--- config.mk ---
export PLATFORM = sky130hd
export DESIGN_NAME = pll_clock_gen
export DESIGN_NICKNAME = d
export VERILOG_FILES = /design/src/hdl/pll_clock_gen.v /design/src/hdl/tick_divider.v
export VERILOG_INCLUDE_DIRS = /design/src /design/src/hdl
export SDC_FILE = /design/constraint.sdc
export NUM_CORES = 1
export LEC_CHECK = 0
export BUFFER_PORTS_ARGS = -buffer_cell sky130_fd_sc_hd__buf_2
export CELL_PAD_IN_SITES_DETAIL_PLACEMENT = 1
export CELL_PAD_IN_SITES_GLOBAL_PLACEMENT = 2
export CORE_UTILIZATION = 36
export CTS_BUF_LIST = sky130_fd_sc_hd__clkbuf_8 sky130_fd_sc_hd__clkbuf_16
export DETAILED_ROUTE_END_ITERATION = 7
export PLACE_DENSITY_LB_ADDON = 0.2
export SYNTH_ARGS = -nofsm -noshare
export SYNTH_HDL_FRONTEND = slang
export SYNTH_SLANG_ARGS = --single-unit
export TNS_END_PERCENT = 50
--- constraint.sdc ---
create_clock -name core_clk -period 6.8 [get_ports core_clk]
set_input_delay 0.68 -clock core_clk [delete_from_list [all_inputs] [get_ports core_clk]]
set_output_delay 0.68 -clock core_clk [all_outputs]
set_load 0.05 [all_outputs]
--- src/hdl/clock_gen_consts.vh ---
/*
 * constants for the clock generation block: register addresses, field
 * positions, reset values and timing counts. assumes a 50 MHz core_clk.
 */
`ifndef CLOCK_GEN_CONSTS_VH
`define CLOCK_GEN_CONSTS_VH

// ----------------------------------------------------------------------
// register addresses (word pair, odd alias)
// ----------------------------------------------------------------------
`define ADDR_CLOCK_CONTROL_PRIMARY    16'h702A
`define ADDR_CLOCK_CONTROL_MULTIPLIER 16'h702C

// ----------------------------------------------------------------------
// clock_control_primary fields
// ----------------------------------------------------------------------
`define SRC_HI            7
`define SRC_LO            6
`define LOCKED_BIT        5
`define LPM_HI            3
`define LPM_LO            2
`define PRESCALE_BIT      0
`define PRIMARY_RESET     8'h00

// ----------------------------------------------------------------------
// clock_control_multiplier fields
// ----------------------------------------------------------------------
`define FREQ_HI           7
`define FREQ_LO           4
`define HALVE_BIT         3
`define MULT_HI           2
`define MULT_LO           0
`define MULTIPLIER_RESET  8'h00

// ----------------------------------------------------------------------
// clock source and low power codes
// ----------------------------------------------------------------------
`define SRC_REF_HALF      2'b00
`define LPM_IDLE1         2'b00
`define LPM_OSC_DOWN      2'b11

// ----------------------------------------------------------------------
// timing
// ----------------------------------------------------------------------
`define CLK_PERIOD_NS     20
`define LOCK_TIME_NS      100000
`define LOCK_CYCLES       ((`LOCK_TIME_NS + `CLK_PERIOD_NS - 1) / `CLK_PERIOD_NS)
`define CORE_NOMINAL_HZ   20000000
`define WD_NOMINAL_HZ     16384
`define WD_QUARTER_TICKS  (`CORE_NOMINAL_HZ / (`WD_NOMINAL_HZ * 4))

`endif

--- src/hdl/pll_clock_gen.v ---
/*
 * clock generation block: reference select, source select, pll model with
 * lock counter, peripheral and watchdog dividers, low power gating and the
 * two 8-bit control registers on the 16-bit peripheral bus.
 * assumes one core_clk at 50 MHz; core and peripheral clocks are one-cycle enables.
 */
`timescale 1ns/10ps
`include "clock_gen_consts.vh"

// How it works
// - 8-bit peripheral on 16-bit bus; upper byte reads zero, writes ignored
// - core clock is fastest; all other clocks are divided from it
// - peripheral clock runs at half or quarter of core clock
// - watchdog tick clock nominal 16 kHz, high one quarter of period
// - bypass select low uses external reference, high uses crystal oscillator
// - crystal oscillator powered down while bypass is selected
// - source field: 00 reference halved, 01 reference direct, 1x pll
// - pll powered only while upper source bit is one
// - lock counter runs after pll enable; pll clocks used after rollover
// - power-on reset clears the lock counter
// - lock status reads one only after lock counter rollover
// - three-bit multiplier selects factor 1, 2, 3, 4, 5 or 9
// - halve bit divides pll input by two before multiplying
// - each register also answers at the next odd address
// - multiplier register holds multiplier and input frequency code
// - primary register holds source, low power, prescale and status
// - low power bits choose which domains stop on idle
// - prescale bit zero divides core by four, one by two
// - two-bit low power field picks one of four idle modes
// - switch to pll clock automatically and glitch free after rollover
// - multiplier changes ignored until pll is turned off (deselected or deeper idle) and re-enabled
module pll_clock_gen #(
    parameter LOCK_CYCLES      = `LOCK_CYCLES,
    parameter WD_QUARTER_TICKS = `WD_QUARTER_TICKS
) (
    // clock and reset
    input  wire        core_clk,
    input  wire        reset,
    // pins
    input  wire        ref_clock_in,
    input  wire        osc_bypass_select_n,
    output reg         crystal_drive_out,
    // peripheral bus
    input  wire [15:0] bus_addr,
    input  wire [15:0] bus_wdata,
    input  wire        bus_write,
    input  wire        bus_read,
    output reg  [15:0] bus_rdata,
    // cpu idle handshake
    input  wire        idle_request,
    input  wire        wake_request,
    // generated clock enables
    output reg         core_clock_en,
    output reg         peripheral_clock_en,
    output reg         watchdog_tick_clock,
    // power controls
    output reg         pll_power_up,
    output reg         osc_power_down
);

    // ------------------------------------------------------------------
    // pin synchronisers
    // ------------------------------------------------------------------
    reg ref_s1_reg;
    reg ref_s2_reg;
    reg ref_s3_reg;
    reg byp_s1_reg;
    reg byp_s2_reg;

    always @(posedge core_clk) begin
        ref_s1_reg <= ref_clock_in;
        ref_s2_reg <= ref_s1_reg;
        ref_s3_reg <= ref_s2_reg;
        byp_s1_reg <= osc_bypass_select_n;
        byp_s2_reg <= byp_s1_reg;
    end

    // ------------------------------------------------------------------
    // control registers
    // ------------------------------------------------------------------
    reg  [1:0] clock_source_select_reg;
    reg  [1:0] low_power_mode_select_reg;
    reg        periph_prescale_select_reg;
    reg  [3:0] input_freq_code_reg;
    reg        pll_input_halve_reg;
    reg  [2:0] pll_multiplier_select_reg;
    reg        pll_locked_flag_reg;
    reg        idle_reg;

    localparam [7:0] PRIMARY_RST    = `PRIMARY_RESET;
    localparam [7:0] MULTIPLIER_RST = `MULTIPLIER_RESET;
    wire       sel_primary;
    wire       sel_multiplier;
    wire [7:0] primary_value;
    wire [7:0] multiplier_value;

    assign sel_primary    = (bus_addr[15:1] == `ADDR_CLOCK_CONTROL_PRIMARY >> 1);
    assign sel_multiplier = (bus_addr[15:1] == `ADDR_CLOCK_CONTROL_MULTIPLIER >> 1);

    assign primary_value = {clock_source_select_reg, pll_locked_flag_reg, 1'b0,
                            low_power_mode_select_reg, 1'b0,
                            periph_prescale_select_reg};
    assign multiplier_value = {input_freq_code_reg, pll_input_halve_reg,
                               pll_multiplier_select_reg};

    always @(posedge core_clk) begin
        if (reset) begin
            clock_source_select_reg    <= PRIMARY_RST[`SRC_HI:`SRC_LO];
            low_power_mode_select_reg  <= PRIMARY_RST[`LPM_HI:`LPM_LO];
            periph_prescale_select_reg <= PRIMARY_RST[`PRESCALE_BIT];
            input_freq_code_reg        <= MULTIPLIER_RST[`FREQ_HI:`FREQ_LO];
            pll_input_halve_reg        <= MULTIPLIER_RST[`HALVE_BIT];
            pll_multiplier_select_reg  <= MULTIPLIER_RST[`MULT_HI:`MULT_LO];
            bus_rdata                  <= 16'h0000;
        end else begin
            if (bus_write && sel_primary) begin
                // upper byte and status bit are not writable
                clock_source_select_reg    <= bus_wdata[`SRC_HI:`SRC_LO];
                low_power_mode_select_reg  <= bus_wdata[`LPM_HI:`LPM_LO];
                periph_prescale_select_reg <= bus_wdata[`PRESCALE_BIT];
            end
            if (bus_write && sel_multiplier) begin
                input_freq_code_reg       <= bus_wdata[`FREQ_HI:`FREQ_LO];
                pll_input_halve_reg       <= bus_wdata[`HALVE_BIT];
                pll_multiplier_select_reg <= bus_wdata[`MULT_HI:`MULT_LO];
            end
            if (bus_read && sel_primary)
                bus_rdata <= {8'h00, primary_value};
            else if (bus_read && sel_multiplier)
                bus_rdata <= {8'h00, multiplier_value};
            else
                bus_rdata <= 16'h0000;
        end
    end

    // ------------------------------------------------------------------
    // low power state
    // ------------------------------------------------------------------
    wire osc_off_idle;
    wire cpu_run;
    wire sys_run;

    assign osc_off_idle = idle_reg && (low_power_mode_select_reg == `LPM_OSC_DOWN);
    assign cpu_run      = !idle_reg;
    assign sys_run      = !idle_reg ||
                          (low_power_mode_select_reg == `LPM_IDLE1);

    always @(posedge core_clk) begin
        if (reset)
            idle_reg <= 1'b0;
        else if (wake_request)
            idle_reg <= 1'b0;
        else if (idle_request)
            idle_reg <= 1'b1;
    end

    // ------------------------------------------------------------------
    // pll enable, setting latch and lock counter
    // ------------------------------------------------------------------
    reg  [15:0] lock_count_reg;
    reg         pll_on_d_reg;
    reg  [2:0]  active_mult_reg;
    reg         active_halve_reg;
    wire        pll_on;

    // pll off in deeper idle modes
    assign pll_on = clock_source_select_reg[1] &&
                    !(idle_reg && low_power_mode_select_reg[1]);

    always @(posedge core_clk) begin
        if (reset) begin
            lock_count_reg      <= 16'h0000;
            pll_locked_flag_reg <= 1'b0;
            pll_on_d_reg        <= 1'b0;
            active_mult_reg     <= 3'b000;
            active_halve_reg    <= 1'b0;
        end else begin
            pll_on_d_reg <= pll_on;
            if (!pll_on) begin
                lock_count_reg      <= 16'h0000;
                pll_locked_flag_reg <= 1'b0;
            end else if (!pll_on_d_reg) begin
                // settings taken only when the pll is (re)enabled
                active_mult_reg  <= pll_multiplier_select_reg;
                active_halve_reg <= pll_input_halve_reg;
                lock_count_reg   <= 16'h0000;
            end else if (!pll_locked_flag_reg) begin
                if (lock_count_reg == LOCK_CYCLES - 1)
                    pll_locked_flag_reg <= 1'b1;
                else
                    lock_count_reg <= lock_count_reg + 16'h0001;
            end
        end
    end

    // ------------------------------------------------------------------
    // pll rate model: factor times reference rate
    // ------------------------------------------------------------------
    reg  [4:0]  factor_x2;
    reg  [4:0]  factor_eff;
    reg  [15:0] ref_count_reg;
    reg  [15:0] ref_period_reg;
    reg  [17:0] phase_reg;
    reg         half_phase_reg;
    wire        ref_edge;
    wire [17:0] phase_sum;
    wire [17:0] phase_limit;
    wire        pll_tick;

    assign ref_edge = ref_s2_reg && !ref_s3_reg && !osc_off_idle;

    always @* begin
        case (active_mult_reg)
            3'b000:  factor_x2 = 5'd2;
            3'b001:  factor_x2 = 5'd4;
            3'b010:  factor_x2 = 5'd6;
            3'b011:  factor_x2 = 5'd8;
            3'b100:  factor_x2 = 5'd10;
            3'b101:  factor_x2 = 5'd18;
            default: factor_x2 = 5'd2;
        endcase
        factor_eff = active_halve_reg ? {1'b0, factor_x2[4:1]} : factor_x2;
    end

    assign phase_sum   = phase_reg + {13'h0000, factor_eff};
    assign phase_limit = {1'b0, ref_period_reg, 1'b0};
    assign pll_tick    = pll_locked_flag_reg && (phase_sum >= phase_limit);

    always @(posedge core_clk) begin
        if (reset) begin
            ref_count_reg  <= 16'h0000;
            ref_period_reg <= 16'hFFFF;
            phase_reg      <= 18'h0_0000;
            half_phase_reg <= 1'b0;
        end else begin
            if (ref_edge) begin
                ref_count_reg  <= 16'h0000;
                ref_period_reg <= ref_count_reg + 16'h0001;
                half_phase_reg <= !half_phase_reg;
            end else if (ref_count_reg != 16'hFFFF) begin
                ref_count_reg <= ref_count_reg + 16'h0001;
            end
            if (!pll_locked_flag_reg)
                phase_reg <= 18'h0_0000;
            else if (pll_tick)
                phase_reg <= phase_sum - phase_limit;
            else
                phase_reg <= phase_sum;
        end
    end

    // ------------------------------------------------------------------
    // core clock source select
    // ------------------------------------------------------------------
    reg  core_tick_reg;
    wire bypass_tick;

    // before lock the low source bit picks halved or direct reference
    assign bypass_tick = (clock_source_select_reg[0] == 1'b0) ?
                         (ref_edge && half_phase_reg) : ref_edge;

    always @(posedge core_clk) begin
        if (reset) begin
            core_tick_reg <= 1'b0;
            core_clock_en <= 1'b0;
        end else begin
            // whole pulses only, handover at lock is glitch free
            core_tick_reg <= pll_locked_flag_reg ? pll_tick : bypass_tick;
            core_clock_en <= (pll_locked_flag_reg ? pll_tick : bypass_tick)
                             && cpu_run;
        end
    end

    // ------------------------------------------------------------------
    // peripheral and watchdog dividers
    // ------------------------------------------------------------------
    wire        periph_tick;
    wire        wd_quarter_tick;
    reg  [1:0]  wd_phase_reg;

    tick_divider #(
        .WIDTH   (3)
    ) periph_div (
        .core_clk(core_clk),
        .reset   (reset),
        .en      (core_tick_reg),
        .divisor (periph_prescale_select_reg ? 3'd2 : 3'd4),
        .tick    (periph_tick)
    );

    tick_divider #(
        .WIDTH   (16)
    ) wd_div (
        .core_clk(core_clk),
        .reset   (reset),
        .en      (core_tick_reg && !osc_off_idle),
        .divisor (WD_QUARTER_TICKS[15:0]),
        .tick    (wd_quarter_tick)
    );

    always @(posedge core_clk) begin
        if (reset) begin
            wd_phase_reg        <= 2'b00;
            watchdog_tick_clock <= 1'b0;
            peripheral_clock_en <= 1'b0;
        end else begin
            if (wd_quarter_tick)
                wd_phase_reg <= wd_phase_reg + 2'b01;
            watchdog_tick_clock <= (wd_phase_reg == 2'b00);
            peripheral_clock_en <= periph_tick && sys_run;
        end
    end

    // ------------------------------------------------------------------
    // power controls and crystal drive
    // ------------------------------------------------------------------
    always @(posedge core_clk) begin
        if (reset) begin
            pll_power_up      <= 1'b0;
            osc_power_down    <= 1'b1;
            crystal_drive_out <= 1'b0;
        end else begin
            pll_power_up      <= pll_on;
            osc_power_down    <= !byp_s2_reg || osc_off_idle;
            crystal_drive_out <= byp_s2_reg && !osc_off_idle && !ref_s2_reg;
        end
    end

endmodule // pll_clock_gen

--- src/hdl/tick_divider.v ---
/*
 * counts enable pulses and emits one pulse every divisor of them.
 * assumes divisor is at least 1 and only changes between pulses.
 */
`timescale 1ns/10ps

module tick_divider #(
    parameter WIDTH = 4
) (
    // clock and reset
    input  wire             core_clk,
    input  wire             reset,
    // count control
    input  wire             en,
    input  wire [WIDTH-1:0] divisor,
    // divided pulse
    output reg              tick
);

    reg [WIDTH-1:0] count_reg;

    always @(posedge core_clk) begin
        if (reset) begin
            count_reg <= {WIDTH{1'b0}};
            tick      <= 1'b0;
        end else begin
            tick <= 1'b0;
            if (en) begin
                if (count_reg >= divisor - 1'b1) begin
                    count_reg <= {WIDTH{1'b0}};
                    tick      <= 1'b1;
                end else begin
                    count_reg <= count_reg + 1'b1;
                end
            end
        end
    end

endmodule // tick_divider
After elaboration in Yosys (flattened, before gate mapping)
Index checks and enable logic that the tools add are counted.

Output and inout port bits: 22. Word-level logic and storage cells: 115. Flip-flop bits (word level): 137. Input bits: 40.

Eq/ne operators: 10. Add/sub/neg operators: 8. Order comparisons: 3. Mux-type cells: 14. Bitwise logic cells: 7. Reduce and logical (&&, ||, !) cells: 38.

Operator list (count): $add A16 B1 Y16 const B (3); $eq A15 B14 Y1 const B (2); $pmux W5 S5 (1); $add A18 B5 Y18 (1); $ge A18 B17 Y1 (1); $mux W18 (1); $sub A18 B17 Y18 (1); $eq A16 B13 Y1 const B (1); $ge A16 B9 Y1 const B (1); $logic_and A1 B1 Y1 (16); $mux W16 (1); $mux W8 (2); $ne A16 B16 Y1 const B (1); $reduce_or A2 Y1 (7); $logic_not A1 Y1 (7); $not A1 Y1 (7); $eq A3 B2 Y1 const B (2); $eq A3 B3 Y1 const B (2); $mux W1 (6); $mux W3 (2); $reduce_or A3 Y1 (2); $mux W5 (1); $logic_not A2 Y1 (2); $reduce_and A2 Y1 (2); other kinds (7) (8).

Depth between registers and ports, before layout
Depth in word-level cells: 8. Depth in mapped cells: 25. Depth with buffers taken out: 23.

Cells and area by module
From an unflattened synthesis, not the netlist that was laid out.

Cells, all modules: 839. Area, all modules: 7332.0 um^2.

By module, submodules not included: pll_clock_gen (times used 1, area each 5582.9 um^2, cells an instance 645, seq. area each 2162.1 um^2); tick_divider at wd_div (times used 1, area each 1472.7 um^2, cells an instance 165, seq. area each 340.3 um^2); tick_divider at periph_div (times used 1, area each 276.5 um^2, cells an instance 29, seq. area each 80.1 um^2).

Least setup slack after synthesis
Ideal clock, no wire load.

Path kind: register to register. Start: reg active_mult_reg[1]. End: reg phase_reg[1]. Stages on the path, launching flop included: 23. Clock period less this slack: 4915 ps. Data arrival time: 4850 ps. Buffers on the path: 0. Setup slack: 1885 ps. Cells stage by stage: dfxtp_1 -> inv_1 -> ha_1 -> o21ai_0 -> a21oi_1 -> nor2_1 -> nor2_1 -> ha_1 -> inv_1 -> fa_1 -> nor2b_1 -> o21ai_0 -> a21boi_0 -> o21a_1 -> xor2_1 -> ha_1 -> or2_2 -> and3_1 -> o31ai_2 -> a31oi_1 -> nor3_1 -> mux2_2 -> nor2_1.

Longest elaborated chain between the ends: 7.

RTL lines: start, declared (line pll_clock_gen.v:162) `reg [2:0] active_mult_reg;`; start signal, assigned (line pll_clock_gen.v:184) `active_mult_reg <= pll_multiplier_select_reg;`; $eq A3 B3 Y1, or another cell as far along (line pll_clock_gen.v:213) `case (active_mult_reg)`; $pmux W5 S5 * (line pll_clock_gen.v:213); $mux W5 * (line pll_clock_gen.v:222) `factor_eff = active_halve_reg ? {1'b0, factor_x2[4:1]} : factor_x2;`; $add A18 B5 Y18 * (line pll_clock_gen.v:225) `assign phase_sum = phase_reg + {13'h0000, factor_eff};`; $ge A18 B17 Y1 (line pll_clock_gen.v:227) `assign pll_tick = pll_locked_flag_reg && (phase_sum >= phase_limit);`; $logic_and A1 B1 Y1 (line pll_clock_gen.v:227); $mux W18 * (line pll_clock_gen.v:245) `else if (pll_tick)`; end signal, assigned (line pll_clock_gen.v:246) `phase_reg <= phase_sum - phase_limit;`; end signal, assigned (line pll_clock_gen.v:248) `phase_reg <= phase_sum;`; end, declared (line pll_clock_gen.v:203) `reg [17:0] phase_reg;`.

Mark *: on every way between the ends. The rest lies on a longest branch, timed or not. A chain may end at the register's enable or synchronous reset.

Worst setup path in the final report
Same ends and word-level chain as after synthesis.

==> flow_summary.ini <==
[sta]
rsz0062_at_grt = false
finalSetupViolCount = 0
setup_slack_ns = 1.17
fin_crit_ns = 5.63
clock.fmax_ghz = 0.177
relSlewSlack = 0.425
skew_ns = 0.00954
hold_slack_ns = 0.333
fin_setup_tns_ns = 0
drv_slew = 0
min_period_over_period = 0.829
hold_violations = 0
worst_pin_slew_ns = 0.856

[clock_network]
clk_path_buf_depth = 2
cts.sinks = 129
cts_tree = done
clk_pin_slew_ns = 0.06
cts_repair_resize_count = 0
cts_root_buffer = clkbuf_16
post-cts-setup-buffers = 0
clkLatencyLatePin_ns = 0.41
cts_hold_buf = 0
cts_made_buffers = 17
htree_levels = 4

[critical_path]
critPathTopFamily = simple AND/OR/NAND/NOR gates
cp_cell_sequence = inv_1, ha_1, o21ai_0, a21oi_1, nor2_1, nor2_1, ha_1, inv_1, fa_1, nor2b_1, o21ai_0, a21boi_0, buf_4, o21a_1, xor2_1, ha_1, or2_2, and3_1, o31ai_2, a31oi_1, nor3_1, mux2_2, nor2_1
slowest_stage = nor3_1
reg2reg_from = active_mult_reg[1]$_SDFFE_PP0P_
required_ns = 7.14
worst-setup-path-type = reg2reg
ff2ff_path_depth = 23
endpoint = phase_reg[1]$_SDFF_PP0_
cp-startpoint = active_mult_reg[1]$_SDFFE_PP0P_
worst-path-max-fanout = 8
start_kind = flip-flop
worstSetupEndpointType = flip-flop
cp_slowest_stage_delay_ns = 0.69
crit_arrival_ns = 5.97
regToRegEndpoint = phase_reg[1]$_SDFF_PP0_
path_buf_inv = 3
r2r_slack_ns = 1.17
cp.depth = 23

[power]
p_int_w = 0.00143
power_w = 0.00182
vdd_drop_max_mv = 0.168
p_comb_frac = 0.042
p_clk_frac = 0.532
powerDensity_nw_per_um2 = 248
seqPwrFrac = 0.426
power.static_leakage_nw = 3.15
p_sw_w = 0.000393
p_sw_frac = 0.216

[run]
timing.max_cap.violations = 0

[final_layout]
fill_cells = 2036
finalNonFillerCells = 994
layout_commonest_cell = dfxtp_1
antenna_cells = 0
area_delta_synth_final_pct = 16.4
largest_reg_flops = 18
seq_area_um2 = 2580
final_nets = 828
drive_gt1_frac = 0.113
layout_common_cells = dfxtp_1, nor2_1, a21oi_1
multiInputGateArea_um2 = 3470

[routing]
ant_nets = 0
vias_per_cell = 5.10
post_drt_wl_per_cell_um = 15.2
wl_um = 15100
route.detailed.drc = 0
dr.pass1.iters = 4
route.vias.total = 5074
drtIter0Drc = 113

[run_status]
outcome = complete, no violations

[grt]
grt_first_pass_wirelength_um = 26000
grtUsageTotal = 0.180
grt_max_degree = 52
grt_pass1_vias = 5447
antenna_found_initial = 0
grt_overflow_total = 0

[placement]
numPortBuffers = 44
place.gp.congestion = 0.792
pre_cts_ws_ns = 1.24
dp_cells = 963
hpwlAfterDp_um = 11600

[floorplan]
ios = 62
coreArea_um2 = 17200
placementRows = 48
start_util = 0.367
die_area_um2 = 18000
dieWidth_um = 134
die_height_um = 134

[logic_synthesis]
synth_fa_ha_area_frac = 0.0639
synth_async_sr_flop_share = 0
yosysUniqueCellTypes = 57
syn_avg_cell_area_um2 = 8.83
synthMuxAreaShare = 0.0383
synthFlopType = dfxtp_1
ys_seq_area_frac = 0.410
yosys_warnings = 0
synthCells = 714
yosys_register_bits = 129
synthXorXnorAreaFrac = 0.0901
syn_area_um2 = 6300
synth_top_family_by_area = simple AND/OR/NAND/NOR gates
synth-edff-count = 0
synth_compound_area_frac = 0.143
synthSimpleGateAreaFrac = 0.211

[worst_hold_path]
hp-class = reg2reg
-- cells in the mapped netlist, types with 8 or more instances --
cell	n	share of area
and3_1	18	0.018
o21ai_0	13	0.010
and2_1	10	0.0099
a211oi_1	8	0.0095
a211o_1	20	0.028
nand4_1	9	0.0089
buf_4	10	0.012
inv_1	33	0.020
clkbuf_1	19	0.011
nor3_1	15	0.012
nor2_1	104	0.062
xnor2_1	30	0.042
xor2_1	33	0.046
mux2i_1	23	0.037
nand2_1	40	0.024
dfxtp_1	129	0.41
nand3_1	27	0.021
a21oi_1	45	0.036
ha_1	29	0.058
-- through the flow --
stage	area, um2	utilization
6_report	7340	0.427
5_1_grt	7340	0.427
4_1_cts	7340	0.427
3_5_place_dp	6700	0.390
3_3_place_gp	6700	0.390
2_1_floorplan	6330	-
-- power by group through the flow --
stage,registers (W),clock network (W),logic (W)
6_report,0.000775,0.000969,0.0000764
5_1_grt,0.000777,0.00103,0.0000851
4_1_cts,0.000775,0.000993,0.0000772
3_5_place_dp,0.000792,0,0.0000769
3_3_place_gp,0.000791,0,0.0000754
2_1_floorplan,0.000792,0,0.0000555
-- kinds of logic (layout without fill, tap and decap cells) --
kind of cell               count (synthesis)  in the layout
and+or+nand+nor                          269            269
AOI/OAI and AO/OA                        133            133
DFF                                      129            129
xor gates and xnor gates                  64             64
buffers and inverters                     63            111
adders and majority gates                 31             31
muxes                                     24             24
other                                      1              8
-- area by class of cell --
| class | count | share of cell area |
|---|---|---|
| sequential | 129 | 0.352 |
| timing repair buffer | 47 | 0.0331 |
| multi-input combinational | 529 | 0.473 |
| clock buffer | 19 | 0.0617 |
| inverter | 33 | 0.0169 |
| tap | 225 | 0.0384 |
| clock inverter | 12 | 0.0249 |
-- worst min-delay path by stage --
stage | startpoint | end | slack (ns) | cells after the start
2_1_floorplan | byp_s1_reg$_DFF_P_ | byp_s2_reg$_DFF_P_ | 0.31 | 0
3_3_place_gp | byp_s1_reg$_DFF_P_ | byp_s2_reg$_DFF_P_ | 0.31 | 0
3_5_place_dp | ref_s1_reg$_DFF_P_ | ref_s2_reg$_DFF_P_ | 0.32 | 0
4_1_cts | byp_s1_reg$_DFF_P_ | byp_s2_reg$_DFF_P_ | 0.34 | 0
5_1_grt | byp_s1_reg$_DFF_P_ | byp_s2_reg$_DFF_P_ | 0.35 | 0
6_report | byp_s1_reg$_DFF_P_ | byp_s2_reg$_DFF_P_ | 0.33 | 0
-- per-layer routing --
layer	vias to the layer above	global-route usage	routed length (um)
li1	2571	-	-
met1	2445	0.216	7150
met2	42	0.320	7490
met3	16	0.0404	256
met4	0	0.0524	199
met5	-	0	0
No activity file was read; power rests on OpenSTA's default activity.
